File: src/verilog/bss_pkg.sv
`default_nettype none
package bss_pkg;

  // Primary source field codes
  localparam logic [3:0] FIELD_STRAPS = 4'h0;
  localparam logic [3:0] FIELD_FLASH = 4'h1;
  localparam logic [3:0] FIELD_SD0 = 4'h2;
  localparam logic [3:0] FIELD_SD1 = 4'h3;
  localparam logic [3:0] FIELD_SPI_TARGET = 4'h4;
  localparam logic [3:0] FIELD_UART = 4'h6;
  localparam logic [3:0] FIELD_SPI_NOR = 4'h7;
  localparam logic [3:0] FIELD_USB_HID = 4'h8;
  localparam logic [3:0] FIELD_FUSE_ISP = 4'h9;
  localparam logic [3:0] FIELD_FLASH_REC = 4'hc;
  localparam logic [3:0] FIELD_SD0_REC = 4'hd;
  localparam logic [3:0] FIELD_SD1_REC = 4'he;

  // Strap codes, order {pin2, pin1, pin0}
  localparam logic [2:0] STRAP_USB_HID = 3'h2;
  localparam logic [2:0] STRAP_FLASH = 3'h3;
  localparam logic [2:0] STRAP_SD0 = 3'h4;
  localparam logic [2:0] STRAP_SERIAL_ISP = 3'h6;
  localparam logic [2:0] STRAP_SERIAL_DL = 3'h7;

  // Fuse word holding the instance selects
  localparam logic [7:0] SELECT_FUSE_WORD = 8'h60;
  localparam int FUSE_WORD_WIDTH = 32;
  localparam int SERIAL_SEL_LSB = 17;
  localparam int SERIAL_SEL_MSB = 19;
  localparam int ISP_SEL_LSB = 4;
  localparam int ISP_SEL_MSB = 6;

  // Reset values
  localparam logic [3:0] FIELD_RESET = 4'h0;
  localparam logic [2:0] STRAP_RESET = 3'h0;
  localparam logic [2:0] SEL_RESET = 3'h0;

  typedef enum logic [3:0] {
    BSS_PATH_NONE = 4'h0,
    BSS_PATH_FLASH = 4'h1,
    BSS_PATH_SD0 = 4'h2,
    BSS_PATH_SD1 = 4'h3,
    BSS_PATH_SPI_TARGET = 4'h4,
    BSS_PATH_UART = 4'h5,
    BSS_PATH_SPI_NOR = 4'h6,
    BSS_PATH_USB_HID = 4'h7,
    BSS_PATH_FUSE_ISP = 4'h8,
    BSS_PATH_SERIAL_ISP = 4'h9,
    BSS_PATH_SERIAL_DL = 4'ha,
    BSS_PATH_RESERVED = 4'hf
  } bss_path_t;

  typedef enum logic [1:0] {
    BSS_ST_FUSE = 2'b00,
    BSS_ST_STRAP = 2'b01,
    BSS_ST_DECODE = 2'b10,
    BSS_ST_DONE = 2'b11
  } bss_state_t;

endpackage
`default_nettype wire

File: src/verilog/bss_decode.sv
`timescale 1ns/1ps
`default_nettype none
module bss_decode (
  input wire logic [3:0] field_in,
  input wire logic [2:0] strap_in,
  output bss_pkg::bss_path_t path_out,
  output logic has_recovery_out,
  output logic reserved_out
);

  always_comb begin
    path_out = bss_pkg::BSS_PATH_RESERVED;
    has_recovery_out = 1'b0;
    reserved_out = 1'b0;
    unique case (field_in)
      bss_pkg::FIELD_STRAPS: begin
        unique case (strap_in)
          bss_pkg::STRAP_USB_HID: path_out = bss_pkg::BSS_PATH_USB_HID;
          bss_pkg::STRAP_FLASH: path_out = bss_pkg::BSS_PATH_FLASH;
          bss_pkg::STRAP_SD0: path_out = bss_pkg::BSS_PATH_SD0;
          bss_pkg::STRAP_SERIAL_ISP: path_out = bss_pkg::BSS_PATH_SERIAL_ISP;
          bss_pkg::STRAP_SERIAL_DL: path_out = bss_pkg::BSS_PATH_SERIAL_DL;
          default: reserved_out = 1'b1;
        endcase
      end
      bss_pkg::FIELD_FLASH: path_out = bss_pkg::BSS_PATH_FLASH;
      bss_pkg::FIELD_SD0: path_out = bss_pkg::BSS_PATH_SD0;
      bss_pkg::FIELD_SD1: path_out = bss_pkg::BSS_PATH_SD1;
      bss_pkg::FIELD_SPI_TARGET: path_out = bss_pkg::BSS_PATH_SPI_TARGET;
      bss_pkg::FIELD_UART: path_out = bss_pkg::BSS_PATH_UART;
      bss_pkg::FIELD_SPI_NOR: path_out = bss_pkg::BSS_PATH_SPI_NOR;
      bss_pkg::FIELD_USB_HID: path_out = bss_pkg::BSS_PATH_USB_HID;
      bss_pkg::FIELD_FUSE_ISP: path_out = bss_pkg::BSS_PATH_FUSE_ISP;
      bss_pkg::FIELD_FLASH_REC: begin
        path_out = bss_pkg::BSS_PATH_FLASH;
        has_recovery_out = 1'b1;
      end
      bss_pkg::FIELD_SD0_REC: begin
        path_out = bss_pkg::BSS_PATH_SD0;
        has_recovery_out = 1'b1;
      end
      bss_pkg::FIELD_SD1_REC: begin
        path_out = bss_pkg::BSS_PATH_SD1;
        has_recovery_out = 1'b1;
      end
      // Reserved codes boot nowhere rather than guess a path
      default: reserved_out = 1'b1;
    endcase
  end

endmodule // bss_decode
`default_nettype wire

File: src/verilog/bss_boot_select.sv
// What this block does
// - Read fuse field first after reset
// - Unprogrammed field: sample three strap pins
// - Field 0000 selects strap pin decoding
// - 0001 boots SPI flash controller 0
// - 0010/0011 boot SD on port 0/1
// - 0100 downloads image over SPI target
// - 0110 downloads image over UART
// - 0111 single-bit NOR, instance fuse bits 19:17
// - 1000 USB-HID download into SRAM
// - 1001 programming mode, peripheral fuse bits 6:4
// - 1100 flash, then SPI-flash recovery
// - 1101/1110 SD port, then SPI-flash recovery
// - Strap codes decode to five boot paths
`timescale 1ns/1ps
`default_nettype none
module bss_boot_select #(
  parameter int FUSE_WIDTH = bss_pkg::FUSE_WORD_WIDTH
) (
  input wire logic mclk_in,
  input wire logic reset_n_in,
  input wire logic clk_en_in,
  input wire logic [3:0] primary_source_field_in,
  input wire logic [FUSE_WIDTH-1:0] select_fuse_word_in,
  input wire logic strap_pin0_in,
  input wire logic strap_pin1_in,
  input wire logic strap_pin2_in,
  input wire logic primary_no_image_in,
  output bss_pkg::bss_path_t boot_path_out,
  output logic boot_ready_out,
  output logic has_recovery_out,
  output logic recovery_active_out,
  output logic reserved_out,
  output logic field_unprogrammed_out,
  output logic [2:0] serial_instance_out,
  output logic [2:0] isp_periph_out
);

  bss_pkg::bss_state_t state_ff;
  bss_pkg::bss_state_t nxt_state;
  logic [3:0] field_ff;
  logic [2:0] strap_ff;
  logic [2:0] serial_sel_ff;
  logic [2:0] isp_sel_ff;
  bss_pkg::bss_path_t path_ff;
  logic ready_ff;
  logic recov_ff;
  logic reserved_ff;
  logic active_ff;
  bss_pkg::bss_path_t dec_path;
  logic dec_recov;
  logic dec_reserved;

  ////////////////////////////////////////////////////////////////////////////
  // Sequencer

  always_comb begin
    nxt_state = state_ff;
    unique case (state_ff)
      bss_pkg::BSS_ST_FUSE: begin
        if (primary_source_field_in == bss_pkg::FIELD_STRAPS) begin
          nxt_state = bss_pkg::BSS_ST_STRAP;
        end else begin
          nxt_state = bss_pkg::BSS_ST_DECODE;
        end
      end
      bss_pkg::BSS_ST_STRAP: nxt_state = bss_pkg::BSS_ST_DECODE;
      bss_pkg::BSS_ST_DECODE: nxt_state = bss_pkg::BSS_ST_DONE;
      bss_pkg::BSS_ST_DONE: nxt_state = bss_pkg::BSS_ST_DONE;
    endcase
  end

  always_ff @(posedge mclk_in) begin
    if (!reset_n_in) begin
      state_ff <= bss_pkg::BSS_ST_FUSE;
    end else if (clk_en_in) begin
      state_ff <= nxt_state;
    end
  end

  ////////////////////////////////////////////////////////////////////////////
  // Capture, once per reset

  // Fuses are read before the straps are even looked at
  always_ff @(posedge mclk_in) begin
    if (!reset_n_in) begin
      field_ff <= bss_pkg::FIELD_RESET;
      serial_sel_ff <= bss_pkg::SEL_RESET;
      isp_sel_ff <= bss_pkg::SEL_RESET;
    end else if (clk_en_in && state_ff == bss_pkg::BSS_ST_FUSE) begin
      field_ff <= primary_source_field_in;
      serial_sel_ff <= select_fuse_word_in[bss_pkg::SERIAL_SEL_MSB:bss_pkg::SERIAL_SEL_LSB];
      isp_sel_ff <= select_fuse_word_in[bss_pkg::ISP_SEL_MSB:bss_pkg::ISP_SEL_LSB];
    end
  end

  // Straps only matter when the field is blank
  always_ff @(posedge mclk_in) begin
    if (!reset_n_in) begin
      strap_ff <= bss_pkg::STRAP_RESET;
    end else if (clk_en_in && state_ff == bss_pkg::BSS_ST_STRAP) begin
      strap_ff <= {strap_pin2_in, strap_pin1_in, strap_pin0_in};
    end
  end

  bss_decode u_decode (
    .field_in(field_ff),
    .strap_in(strap_ff),
    .path_out(dec_path),
    .has_recovery_out(dec_recov),
    .reserved_out(dec_reserved)
  );

  ////////////////////////////////////////////////////////////////////////////
  // Result

  always_ff @(posedge mclk_in) begin
    if (!reset_n_in) begin
      path_ff <= bss_pkg::BSS_PATH_NONE;
      recov_ff <= 1'b0;
      reserved_ff <= 1'b0;
      ready_ff <= 1'b0;
    end else if (clk_en_in && state_ff == bss_pkg::BSS_ST_DECODE) begin
      path_ff <= dec_path;
      recov_ff <= dec_recov;
      reserved_ff <= dec_reserved;
      ready_ff <= 1'b1;
    end
  end

  // Sticky until reset; the primary path is kept for reporting
  always_ff @(posedge mclk_in) begin
    if (!reset_n_in) begin
      active_ff <= 1'b0;
    end else if (clk_en_in && ready_ff && recov_ff && primary_no_image_in) begin
      active_ff <= 1'b1;
    end
  end

  assign boot_path_out = path_ff;
  assign boot_ready_out = ready_ff;
  assign has_recovery_out = recov_ff;
  assign recovery_active_out = active_ff;
  assign reserved_out = reserved_ff;
  assign field_unprogrammed_out = ready_ff && (field_ff == bss_pkg::FIELD_STRAPS);
  assign serial_instance_out = serial_sel_ff;
  assign isp_periph_out = isp_sel_ff;

  ////////////////////////////////////////////////////////////////////////////
  // Checks

  fuse_first_a: assert property (@(posedge mclk_in) disable iff (!reset_n_in)
    (state_ff == bss_pkg::BSS_ST_FUSE && clk_en_in) |=>
      field_ff == $past(primary_source_field_in) && state_ff != bss_pkg::BSS_ST_DONE)
    else $error("fuse field not captured first");

  strap_entry_a: assert property (@(posedge mclk_in) disable iff (!reset_n_in)
    (state_ff == bss_pkg::BSS_ST_FUSE && clk_en_in && primary_source_field_in == 4'h0) |=>
      state_ff == bss_pkg::BSS_ST_STRAP)
    else $error("blank field did not go to straps");

  strap_skip_a: assert property (@(posedge mclk_in) disable iff (!reset_n_in)
    (state_ff == bss_pkg::BSS_ST_FUSE && clk_en_in && primary_source_field_in != 4'h0) |=>
      state_ff == bss_pkg::BSS_ST_DECODE)
    else $error("programmed field sampled straps");

  flash_path_a: assert property (@(posedge mclk_in) disable iff (!reset_n_in)
    ($rose(ready_ff) && field_ff == 4'h1) |->
      path_ff == bss_pkg::BSS_PATH_FLASH && !recov_ff)
    else $error("flash field decoded wrong");

  sd_port_a: assert property (@(posedge mclk_in) disable iff (!reset_n_in)
    ($rose(ready_ff) && field_ff == 4'h3) |-> path_ff == bss_pkg::BSS_PATH_SD1)
    else $error("sd port 1 decoded wrong");

  target_dl_a: assert property (@(posedge mclk_in) disable iff (!reset_n_in)
    ($rose(ready_ff) && field_ff == 4'h4) |-> path_ff == bss_pkg::BSS_PATH_SPI_TARGET)
    else $error("spi target decoded wrong");

  uart_dl_a: assert property (@(posedge mclk_in) disable iff (!reset_n_in)
    ($rose(ready_ff) && field_ff == 4'h6) |-> path_ff == bss_pkg::BSS_PATH_UART)
    else $error("uart decoded wrong");

  nor_inst_a: assert property (@(posedge mclk_in) disable iff (!reset_n_in)
    (state_ff == bss_pkg::BSS_ST_FUSE && clk_en_in) |=> ##2
      serial_instance_out == $past(select_fuse_word_in[19:17], 3))
    else $error("serial instance not from fuse bits");

  usb_dl_a: assert property (@(posedge mclk_in) disable iff (!reset_n_in)
    ($rose(ready_ff) && field_ff == 4'h8) |-> path_ff == bss_pkg::BSS_PATH_USB_HID)
    else $error("usb field decoded wrong");

  isp_sel_a: assert property (@(posedge mclk_in) disable iff (!reset_n_in)
    ($rose(ready_ff) && field_ff == 4'h9) |-> path_ff == bss_pkg::BSS_PATH_FUSE_ISP)
    else $error("fuse isp decoded wrong");

  isp_bits_a: assert property (@(posedge mclk_in) disable iff (!reset_n_in)
    (state_ff == bss_pkg::BSS_ST_FUSE && clk_en_in) |=>
      isp_periph_out == $past(select_fuse_word_in[6:4]))
    else $error("isp peripheral not from fuse bits");

  flash_rec_a: assert property (@(posedge mclk_in) disable iff (!reset_n_in)
    ($rose(ready_ff) && field_ff == 4'hc) |->
      path_ff == bss_pkg::BSS_PATH_FLASH && recov_ff)
    else $error("flash recovery decoded wrong");

  sd_rec_a: assert property (@(posedge mclk_in) disable iff (!reset_n_in)
    (ready_ff && recov_ff && primary_no_image_in && clk_en_in) |=> recovery_active_out)
    else $error("recovery not entered");

  strap_usb_a: assert property (@(posedge mclk_in) disable iff (!reset_n_in)
    ($rose(ready_ff) && field_ff == 4'h0 && strap_ff == 3'h2) |->
      path_ff == bss_pkg::BSS_PATH_USB_HID)
    else $error("strap usb decoded wrong");

  hold_result_a: assert property (@(posedge mclk_in) disable iff (!reset_n_in)
    $past(ready_ff) |-> ready_ff && $stable(path_ff) && $stable(field_ff) && $stable(strap_ff))
    else $error("boot result changed after decode");

  fuse_boot_c: cover property (@(posedge mclk_in) disable iff (!reset_n_in)
    $rose(ready_ff) && field_ff != 4'h0);
  strap_boot_c: cover property (@(posedge mclk_in) disable iff (!reset_n_in)
    $rose(ready_ff) && field_ff == 4'h0 && !reserved_ff);
  recovery_c: cover property (@(posedge mclk_in) disable iff (!reset_n_in)
    $rose(active_ff));
  reserved_c: cover property (@(posedge mclk_in) disable iff (!reset_n_in)
    $rose(ready_ff) && reserved_ff);

endmodule // bss_boot_select
`default_nettype wire

File: config.mk
export PLATFORM = sky130hd
export DESIGN_NAME = bss_boot_select
export DESIGN_NICKNAME = d
export VERILOG_FILES = /design/src/verilog/bss_pkg.sv /design/src/verilog/bss_decode.sv /design/src/verilog/bss_boot_select.sv
export SDC_FILE = /design/constraint.sdc
export NUM_CORES = 1
export LEC_CHECK = 0
export ABC_AREA = 1
export BUFFER_PORTS_ARGS = -buffer_cell sky130_fd_sc_hd__buf_4
export CAP_MARGIN = 10
export CORE_MARGIN = 1
export CORE_UTILIZATION = 35
export CTS_BUF_LIST = sky130_fd_sc_hd__clkbuf_8
export DETAILED_ROUTE_END_ITERATION = 16
export HOLD_SLACK_MARGIN = 0.1
export PLACE_DENSITY = 0.67
export SYNTH_ARGS = -nofsm -noshare
export SYNTH_HDL_FRONTEND = slang
export SYNTH_SLANG_ARGS = --single-unit
File: constraint.sdc
create_clock -name mclk_in -period 1.2 [get_ports mclk_in]
set_input_delay 0.12 -clock mclk_in [delete_from_list [all_inputs] [get_ports mclk_in]]
set_output_delay 0.12 -clock mclk_in [all_outputs]
set_load 0.02 [all_outputs]
# Word level (Yosys, flattened, before mapping)
# Index checks and enable logic that the tools add are counted.
# op_classes
n_eq_ne	19
mux	7
reduce_logical	17
# ops
op	n
4-bit one-hot mux with 9 select lines	1
4-bit == test, second input constant	5
4-bit one-hot mux with 5 select lines	1
4-bit by 3-bit == test with 1-bit output, second input constant	3
11-bit OR reduction	1
3-bit == test, second input constant	3
4-bit by 2-bit == test with 1-bit output, second input constant	2
4-bit zero test	2
2-bit OR reduction	4
1-bit logical AND	7
3-bit by 2-bit == test with 1-bit output, second input constant	2
2-bit one-hot mux with 3 select lines	1
5-bit OR reduction	1
2-bit == test, second input constant	2
4-bit by 1-bit == test with 1-bit output, second input constant	1
3-bit OR reduction	1
2-bit by 1-bit == test with 1-bit output, second input constant	1
2-bit zero test	1
1-bit 2-to-1 mux	2
2-bit 2-to-1 mux	1
1-bit one-hot mux with 2 select lines	1
# word_totals
register_bits	23
inputBits	43
out_inout_bits	15
elab_cells	53

# Depth between registers and ports, before layout
# Gate-level depths: netlist of run 1.
# depth
word_depth	4
mapped_depth	8
depth_no_buf	8

# Hierarchy
# From an unflattened synthesis of run 1, not the netlist that was laid out.
# unflattened
cells_unflattened	192
area_unflattened_um2	1222.4
# modules_own_cells
mod	instances	cells_each	area_per_inst_um2	seq_area_each_um2
bss_boot_select	1	136	968.4	460.4
bss_decode	1	56	254.0	0.0

# Worst setup path before layout of run 1
# Ideal clock, no wire load.
# synth_timing
path_type	reg2reg
start	register state_ff[0]
end	register isp_sel_ff[0] (netlist: isp_periph_out[0])
setup_time_ns	0.116
arrival_ns	0.878
required_time_ns	1.084
setup_slack_ns	0.206
path_stages_with_launch	6
n_path_buf	1
synth_period_minus_slack_ns	0.994
path_cell_list	dfxtp_1 -> nor2_1 -> nand2_1 -> buf_4 -> o21ai_0 -> nor2_1
# synth_via
elab_chain_cells	2
# synth_lines
item	line	text
from (decl)	bss_boot_select.sv:39	bss_pkg::bss_state_t state_ff;
from (signal assigned)	bss_boot_select.sv:75	state_ff <= bss_pkg::BSS_ST_FUSE;
from (signal assigned)	bss_boot_select.sv:77	state_ff <= nxt_state;
2-bit zero test	bss_boot_select.sv:90	end else if (clk_en_in && state_ff == bss_pkg::BSS_ST_FUSE) begin
1-bit logical AND	bss_boot_select.sv:90	
to (signal assigned)	bss_boot_select.sv:89	isp_sel_ff <= bss_pkg::SEL_RESET;
to (signal assigned)	bss_boot_select.sv:93	isp_sel_ff <= select_fuse_word_in[bss_pkg::ISP_SEL_MSB:bss_pkg::ISP_SEL_LSB];
to (decl)	bss_boot_select.sv:44	logic [2:0] isp_sel_ff;
# Every way passes these cells.
# A chain may end at the register's enable or synchronous reset.

# Final worst setup path of run 1
# layout_timing
start	register field_ff[3]
end	output port field_unprogrammed_out
# layout_via
elab_chain_cells	2
# layout_lines
item	line	text
from (decl)	bss_boot_select.sv:41	logic [3:0] field_ff;
from (signal assigned)	bss_boot_select.sv:87	field_ff <= bss_pkg::FIELD_RESET;
from (signal assigned)	bss_boot_select.sv:91	field_ff <= primary_source_field_in;
4-bit zero test	bss_boot_select.sv:145	assign field_unprogrammed_out = ready_ff && (field_ff == bss_pkg::FIELD_STRAPS);
1-bit logical AND	bss_boot_select.sv:145	
to (decl)	bss_boot_select.sv:34	output logic field_unprogrammed_out,
# Every way passes these cells.

==> metrics.md, run 1 <==
| Metric | Value |
|---|---|
| Status | `finished, violations left` |
| Failing checks | `setup timing` |
| Avg Vias per Cell | `4.92` |
| Fin crit share | `1.02` |
| Setup crit end kind | `primary output` |
| Critical path cell sequence | `nor2_4 -> nand3_2 -> nor2_2 -> buf_6` |
| RSZ-0062 raised after global routing | `yes` |
| Power per cell area | `1230 nW/um^2` |
| Placed instance count | `211` |
| Grt ovf | `0` |
| Clock root cell | `clkbuf_8` |
| WL per Instance | `12.2 um` |
| Net Count, Synth | `193` |
| CP bufs+invs | `1` |
| Number of synthesized register bits | `23` |
| Worst-margin pin slew | `0.207 ns` |
| Final instance area | `1460 um^2` |
| Worst skew pair latency | `0.26 ns` |
| DIE AREA | `3180 um^2` |
| Peak Freq | `0.813 GHz` |
| Synth-to-Final Area Change | `40.9%` |
| Slew margin rel. | `0.860` |
| Number of port buffers | `31` |
| # nets final | `237` |
| Synth warn | `0` |
| Max Cap Viol | `0` |
| Layout cells sized above 1 | `0.337` |
| Ant diodes | `0` |
| Clock skew | `0.00290 ns` |
| Pin count of the biggest net entering global routing | `22` |
| Filler cells | `263` |
| Hold WC Path Type | `input pin to flip-flop` |
| Final Max Slew Viols | `0` |
| Post-synthesis sequential area ratio | `0.445` |
| Initial Util | `0.372` |
| Mean post-synth cell area | `6.90 um^2` |
| Hold-fix buffers, CTS | `0` |
| Synth cell types | `17` |
| Reg area | `468 um^2` |
| Initial antenna violation count | `0` |
| Crit path DAT | `1.11 ns` |
| Design Power | `0.00179 W` |
| VDD IR-drop max | `0.742 mV` |
| H-tree level count | `1` |
| Gp weighted congestion | `0.839` |
| Clock tree buffer depth | `2` |
| # IOs | `58` |
| Cell Area, Placed | `1310 um^2` |
| Clock Sink Count | `23` |
| Worst path max stage delay | `0.36 ns` |
| Row count | `19` |
| Non-Filler Instances | `224` |
| Routed Antenna Nets | `0` |
| Mapped Cells | `150` |
| HPWL Detailed | `1730 um` |
| Final setup viols | `1` |
| Final worst setup slack | `-0.0296 ns` |
| CP Launch Type | `flip-flop` |
| Via count | `1101` |
| Tot GR Track Use | `0.165` |
| Drt total wl | `2720 um` |
| WP data required | `1.08 ns` |
| Die width | `56.4 um` |
| Final hold vios | `0` |
| Post-Syn Area | `1030 um^2` |
| Pre-antenna DRT Iters | `4` |
| Pre-CTS setup slack | `0.0604 ns` |
| Maximum fanout along the worst path | `3` |
| Vias in the first global route | `994` |
| Area of the multi-input gates | `519 um^2` |
| Worst-path clk slew | `0.08 ns` |
| Total CTS buffers | `3` |
| Critical Setup Path Class | `flip-flop to primary output` |
| First-pass GRT wire length | `4100 um` |
| CP top delay family | `simple AND/OR/NAND/NOR gates` |
| Leak Pwr | `0.693 nW` |
| DR iter-0 viols | `16` |
| CTS tree | `yes` |
| Slowest cell on crit path | `dfxtp_4` |
| Die Y | `56.4 um` |
| DR DRC count | `0` |
| Post-layout min period | `1.23 ns` |
| CORE AREA | `2780 um^2` |
## layout make-up
cell class,instances,area share
timing repair buffer,42,0.219
clock inverter,1,0.00258
multi-input combinational,107,0.356
inverter,17,0.0464
clock buffer,3,0.0283
tap,31,0.0266
sequential,23,0.321
## cells in the final DEF (no fill, tap or decap)
master	n
dfxtp_4	1
nand2_1	29
nor2_1	23
inv_4	1
clkbuf_8	3
nand2_2	3
nand4_1	2
o211ai_1	1
clkinv_2	1
o21a_1	2
dfxtp_1	19
inv_2	4
a21oi_1	13
nand3_2	3
o21ai_1	3
nand2_4	1
nor2_2	1
buf_6	1
nor2_4	2
buf_4	41
o21ai_0	16
nand3_1	8
dfxtp_2	3
inv_1	12
## power by group
group / leakage [nW] / switching [W] / internal, W
clock network: 0.0269 / 0.000240 / 0.000228
logic: 0.476 / 0.000257 / 0.000204
registers: 0.191 / 0.0000409 / 0.000818
total: 0.693 / 0.000538 / 0.00125
## synth_stat cells, drive strengths merged
master  instances  area [um^2]
buf             1         7.51
clkbuf          2         7.51
dfxtp          23          460
clkinv          1         5.00
o21ai          19         95.1
inv            16         60.1
nand3          11         65.1
nand2          33          129
nand4           2         12.5
nor2           26          105
o21a            2         15.0
o211ai          1         7.51
a21oi          13         65.1
## tightest hold or removal path: cells and delay by family
family          cells  cell delay (ns)
simple gates        1             0.07
buf+inv             1             0.07
compound gates      1             0.07
## per-layer routing
metal  global-route usage  up-vias  part of all wire
met1                0.191      500              0.41
met5                    0        -                 0
met3               0.0346        7             0.042
met2                0.289       25              0.52
met4               0.0732        0             0.020
li1                     -      569                 -
## path summary, 6_finish.rpt
kind	startpoint	endpoint	slack [ns]	cells past startpoint
worst max-delay path	field_ff[3]	field_unprogrammed_out	-0.03	4
worst min-delay path	select_fuse_word_in[5]	isp_periph_out[1]	0.11	3
worst max register to register	field_ff[3]	boot_path_out[3]	0.04	8
worst min register to register	recovery_active_out	recovery_active_out	0.46	2
## registers in the layout, indices dropped and copies added, names as in the netlist
signal,count
boot_path_out,4
boot_ready_out,1
field_ff,4
has_recovery_out,1
isp_periph_out,3
recovery_active_out,1
reserved_out,1
serial_instance_out,3
state_ff,2
strap_ff,3
## cell families (layout without fill, tap and decap cells)
| logic type | count (synthesis) | in the layout | share of synthesized area |
|---|---|---|---|
| buffers and inverters | 20 | 63 | 0.0774 |
| AND/OR/NAND/NOR | 72 | 72 | 0.301 |
| flip-flops | 23 | 23 | 0.445 |
| AO/OA/AOI/OAI | 35 | 35 | 0.177 |
## through the flow
step	hold WS, ns	TNS (ns)	utilization
global route	0.119	-0.121	0.524
CTS	0.111	0	0.498
finish	0.107	-0.0296	0.524
global placement	0.372	0	0.470
detailed placement	0.383	0	0.470
floorplan	0.269	0	-
## what timing repair did
| item | CTS | global route |
|---|---|---|
| gates resized for setup | 7 | 12 |
| endpoints found under the setup margin | 1 | 14 |
| pin swaps | 1 | 3 |
| buffers inserted | 2 | 7 |
No activity file was read; power rests on OpenSTA's default activity.
==> inputs of run 2 (changes only) <==
--- a/config.mk
+++ b/config.mk
@@ -5,15 +5,14 @@
 export SDC_FILE = /design/constraint.sdc
 export NUM_CORES = 1
 export LEC_CHECK = 0
-export ABC_AREA = 1
 export BUFFER_PORTS_ARGS = -buffer_cell sky130_fd_sc_hd__buf_4
 export CAP_MARGIN = 10
 export CORE_MARGIN = 1
-export CORE_UTILIZATION = 35
+export CORE_UTILIZATION = 46
 export CTS_BUF_LIST = sky130_fd_sc_hd__clkbuf_8
 export DETAILED_ROUTE_END_ITERATION = 16
 export HOLD_SLACK_MARGIN = 0.1
-export PLACE_DENSITY = 0.67
+export PLACE_DENSITY = 0.83
 export SYNTH_ARGS = -nofsm -noshare
 export SYNTH_HDL_FRONTEND = slang
 export SYNTH_SLANG_ARGS = --single-unit
==> run 2 against run 1 <==
  * The run still ends with setup timing left
  * Clock power is 4.3% higher
  * Non-clock buffer count increased by 11
  * Register-to-register slack got worse by 0.12 ns
  * Sequential cell count did not move
  * Wire length fell by 5.4%
  * Total power shrank 2.7%
  * Sequential power shrank 1%
  * Critical path type unchanged
  * Largest cell class unchanged
==> metrics.md, run 2 <==
| Metric | Value |
|---|---|
| Status | `finished, violations left` |
| Failing checks | `setup timing` |
| DR DRC count | `0 (unchanged)` |
| Hold WC Path Type | `input pin to flip-flop` |
| Most frequent cells in the layout | `buf_4 (47), dfxtp_1 (17), mux2i_1 (14), nor2b_1 (14), o21ai_0 (9)` |
| CORE AREA | `2210 um^2 (-20%)` |
| RSZ-0062 raised after global routing | `yes` |
| Final instance area | `1600 um^2 (+9.8%)` |
| Total CTS buffers | `3 (unchanged)` |
| Post-Syn Area | `1080 um^2 (+4.2%)` |
| Worst setup path start | `field_ff[0]` |
| DR iter-0 viols | `16 (unchanged)` |
| Worst skew pair latency | `0.27 ns (about the same)` |
| # IOs | `58 (unchanged)` |
| EDFF count, synth | `0 (unchanged)` |
| Worst path max stage delay | `0.34 ns (-0.02 ns)` |
| WL per Instance | `13.4 um (+9.8%)` |
| Area of the multi-input gates | `617 um^2 (+19%)` |
| Origin of the critical flop-to-flop path | `state_ff[0]` |
| Layout cells sized above 1 | `0.418 (+0.0814)` |
| Slew margin rel. | `0.801 (-0.0595)` |
| Reg area | `475 um^2 (+1.6%)` |
| Internal power | `0.00127 W (+1.3%)` |
| Mean post-synth cell area | `9.30 um^2 (+35%)` |
| Maximum fanout along the worst path | `2 (-1)` |
| CTS tree | `yes` |
| Leak Pwr | `0.690 nW (-0.44%)` |
| Clock Sink Count | `23 (unchanged)` |
| Clock skew | `0.00557 ns (+0.00268 ns)` |
| Grt ovf | `0 (unchanged)` |
| Top FF cell, synth | `dfxtp_1` |
| Clock tree buffer depth | `2 (unchanged)` |
| Most numerous cell in the Yosys netlist | `dfxtp_1` |
| Hold Slack | `0.106 ns (-0.000501 ns)` |
| Filler cells | `183 (-30%)` |
| Worst-margin pin slew | `0.298 ns (+0.0908 ns)` |
| Synth warn | `0 (unchanged)` |
| CP top delay family | `simple AND/OR/NAND/NOR gates` |
| Worst-path clk slew | `0.08 ns (about the same)` |
| Crit path DAT | `1.27 ns (+0.16 ns)` |
| Final hold vios | `0 (unchanged)` |
| First-pass GRT wire length | `4170 um (+1.7%)` |
| Final setup viols | `4 (+3)` |
| Peak Freq | `0.717 GHz (-12%)` |
| Via count | `993 (-9.8%)` |
| WP data required | `1.08 ns (about the same)` |
| VDD IR-drop max | `1.12 mV (+51%)` |
| Vias in the first global route | `973 (-2.1%)` |
| Final Max Slew Viols | `0 (unchanged)` |
| HPWL Detailed | `1750 um (+1.2%)` |
| Post-synthesis sequential area ratio | `0.427 (-0.0181)` |
| Post-layout min period | `1.39 ns (+0.165 ns)` |
| Synth top area share | `0.427 (-0.0181)` |
| Number of port buffers | `31 (unchanged)` |
| Commonest cells in the netlist | `dfxtp_1 (23), nor2b_1 (15), mux2i_1 (14)` |
| Max Cap Viol | `0 (unchanged)` |
| Pin count of the biggest net entering global routing | `25 (+14%)` |
| Number of synthesized register bits | `23 (unchanged)` |
| Gate power share | `0.232 (-0.026)` |
| Mapped Cells | `116 (-23%)` |
| Pre-antenna DRT Iters | `4 (unchanged)` |
| Async SR Flop Fraction | `0 (unchanged)` |
| Synth cell types | `34 (+17)` |
| Slowest cell on crit path | `dfxtp_2` |
| CP bufs+invs | `2 (+1)` |
| Die width | `50.4 um (-11%)` |
| Die Y | `50.4 um (-11%)` |
| Fin crit share | `1.16 (+0.137)` |
| Initial antenna violation count | `0 (unchanged)` |
| DIE AREA | `2540 um^2 (-20%)` |
| Drt total wl | `2580 um (-5.4%)` |
| Tot GR Track Use | `0.221 (+0.0565)` |
| Yosys top cell by area | `dfxtp_1` |
| Cell Area, Placed | `1450 um^2 (+11%)` |
| CP Launch Type | `flip-flop` |
| Clock root cell | `clkbuf_8` |
| Sw Ratio | `0.272 (-0.0292)` |
| Setup crit end kind | `primary output` |
| Gp weighted congestion | `0.826 (-1.5%)` |
| Row count | `17 (-2)` |
| Critical Setup Path Class | `flip-flop to primary output` |
| Hold Startpoint | `select_fuse_word_in[4]` |
| Worst reg-to-reg setup slack | `-0.08 ns (-0.12 ns)` |
| Clock power share | `0.281 (+0.019)` |
| Reg power frac | `0.487 (+0.007)` |
| # nets final | `209 (-12%)` |
| Critical path cell sequence | `nor4_4 -> buf_4 -> and2_4 -> buf_6` |
| H-tree level count | `1 (unchanged)` |
| Avg Vias per Cell | `5.15 (+4.7%)` |
| Power per cell area | `1090 nW/um^2 (-11%)` |
| Psw | `0.000472 W (-12%)` |
| Net Count, Synth | `159 (-18%)` |
| Initial Util | `0.488 (+0.116)` |
| Dominant cells by area after synthesis | `dfxtp_1 (43%), mux2i_1 (13%), nor2b_1 (8.7%), o21ai_0 (5.1%), buf_2 (1.9%)` |
| Routed Antenna Nets | `0 (unchanged)` |
| Ant diodes | `0 (unchanged)` |
| Design Power | `0.00174 W (-2.7%)` |
| Final worst setup slack | `-0.194 ns (-0.165 ns)` |
| Synth-to-Final Area Change | `48.4%` |
| Commonest non-fill, non-tap cell in the layout | `buf_4` |
-- run 2: per-layer routing --
layer	vias to the layer above	share of wire	global-route usage	wire, um
li1	500	-	-	-
met1	460	0.40	0.239	1020
met2	31	0.55	0.420	1410
met3	2	0.048	0.0636	125
met4	0	0.0081	0.0463	21
met5	-	0	0	0
-- run 2: worst paths after layout --
path | cells past startpoint | to
max reg2reg | 4 | state_ff[0]
min reg2reg | 2 | boot_path_out[0]
min | 3 | isp_periph_out[0]
max | 4 | field_unprogrammed_out
-- run 2: worst reg2reg max path, stage by stage, from the launching register on --
cell and delay, ns:
dfxtp_4 0.37, or4_4 0.50, nor3_4 0.14, nor2_1 0.05
a21oi_1 0.15
-- run 2: power by group through the flow --
stage               clock network [W]  logic [W]  registers [W]
floorplan                           0   0.000163       0.000882
global placement                    0   0.000344       0.000855
detailed placement                  0   0.000355       0.000857
CTS                          0.000508   0.000397       0.000848
global route                 0.000535   0.000435       0.000853
finish                       0.000488   0.000404       0.000847
-- run 2: kinds of logic (layout without fill, tap and decap cells) --
family | Yosys count | after routing | share of synthesized area
compound gates | 24 | 24 | 0.136
flops | 23 | 23 | 0.427
simple gates | 43 | 43 | 0.248
mux | 14 | 14 | 0.130
xor+xnor | 2 | 2 | 0.0162
buf+inv | 10 | 59 | 0.0429
-- run 2: layout make-up --
cell class	instances	area share
Tap cell	28	0.0219
Timing Repair Buffer	53	0.260
Multi-Input combinational cell	83	0.385
Clock buffer	3	0.0258
Clock inverter	1	0.00469
Sequential cell	23	0.297
Inverter	2	0.00469
-- run 2: metrics by stage --
stage / instances / utilization / TNS (ns) / worst slack (ns)
2_1_floorplan: 116 / - / 0 / 0.0154
3_3_place_gp: 185 / 0.654 / -0.229 / -0.129
3_5_place_dp: 185 / 0.654 / -0.389 / -0.145
4_1_cts: 193 / 0.717 / -0.384 / -0.221
5_1_grt: 193 / 0.723 / -0.848 / -0.279
6_report: 193 / 0.723 / -0.306 / -0.194
-- run 2: timing repair --
action | in CTS | in global routing
setup buffers | 1 | 0
pin swaps | 5 | 5
gates resized for setup | 18 | 6
hold buffers | 3 | 0
hold endpoints to repair | 2 | 0
endpoints found under the setup margin | 9 | 11
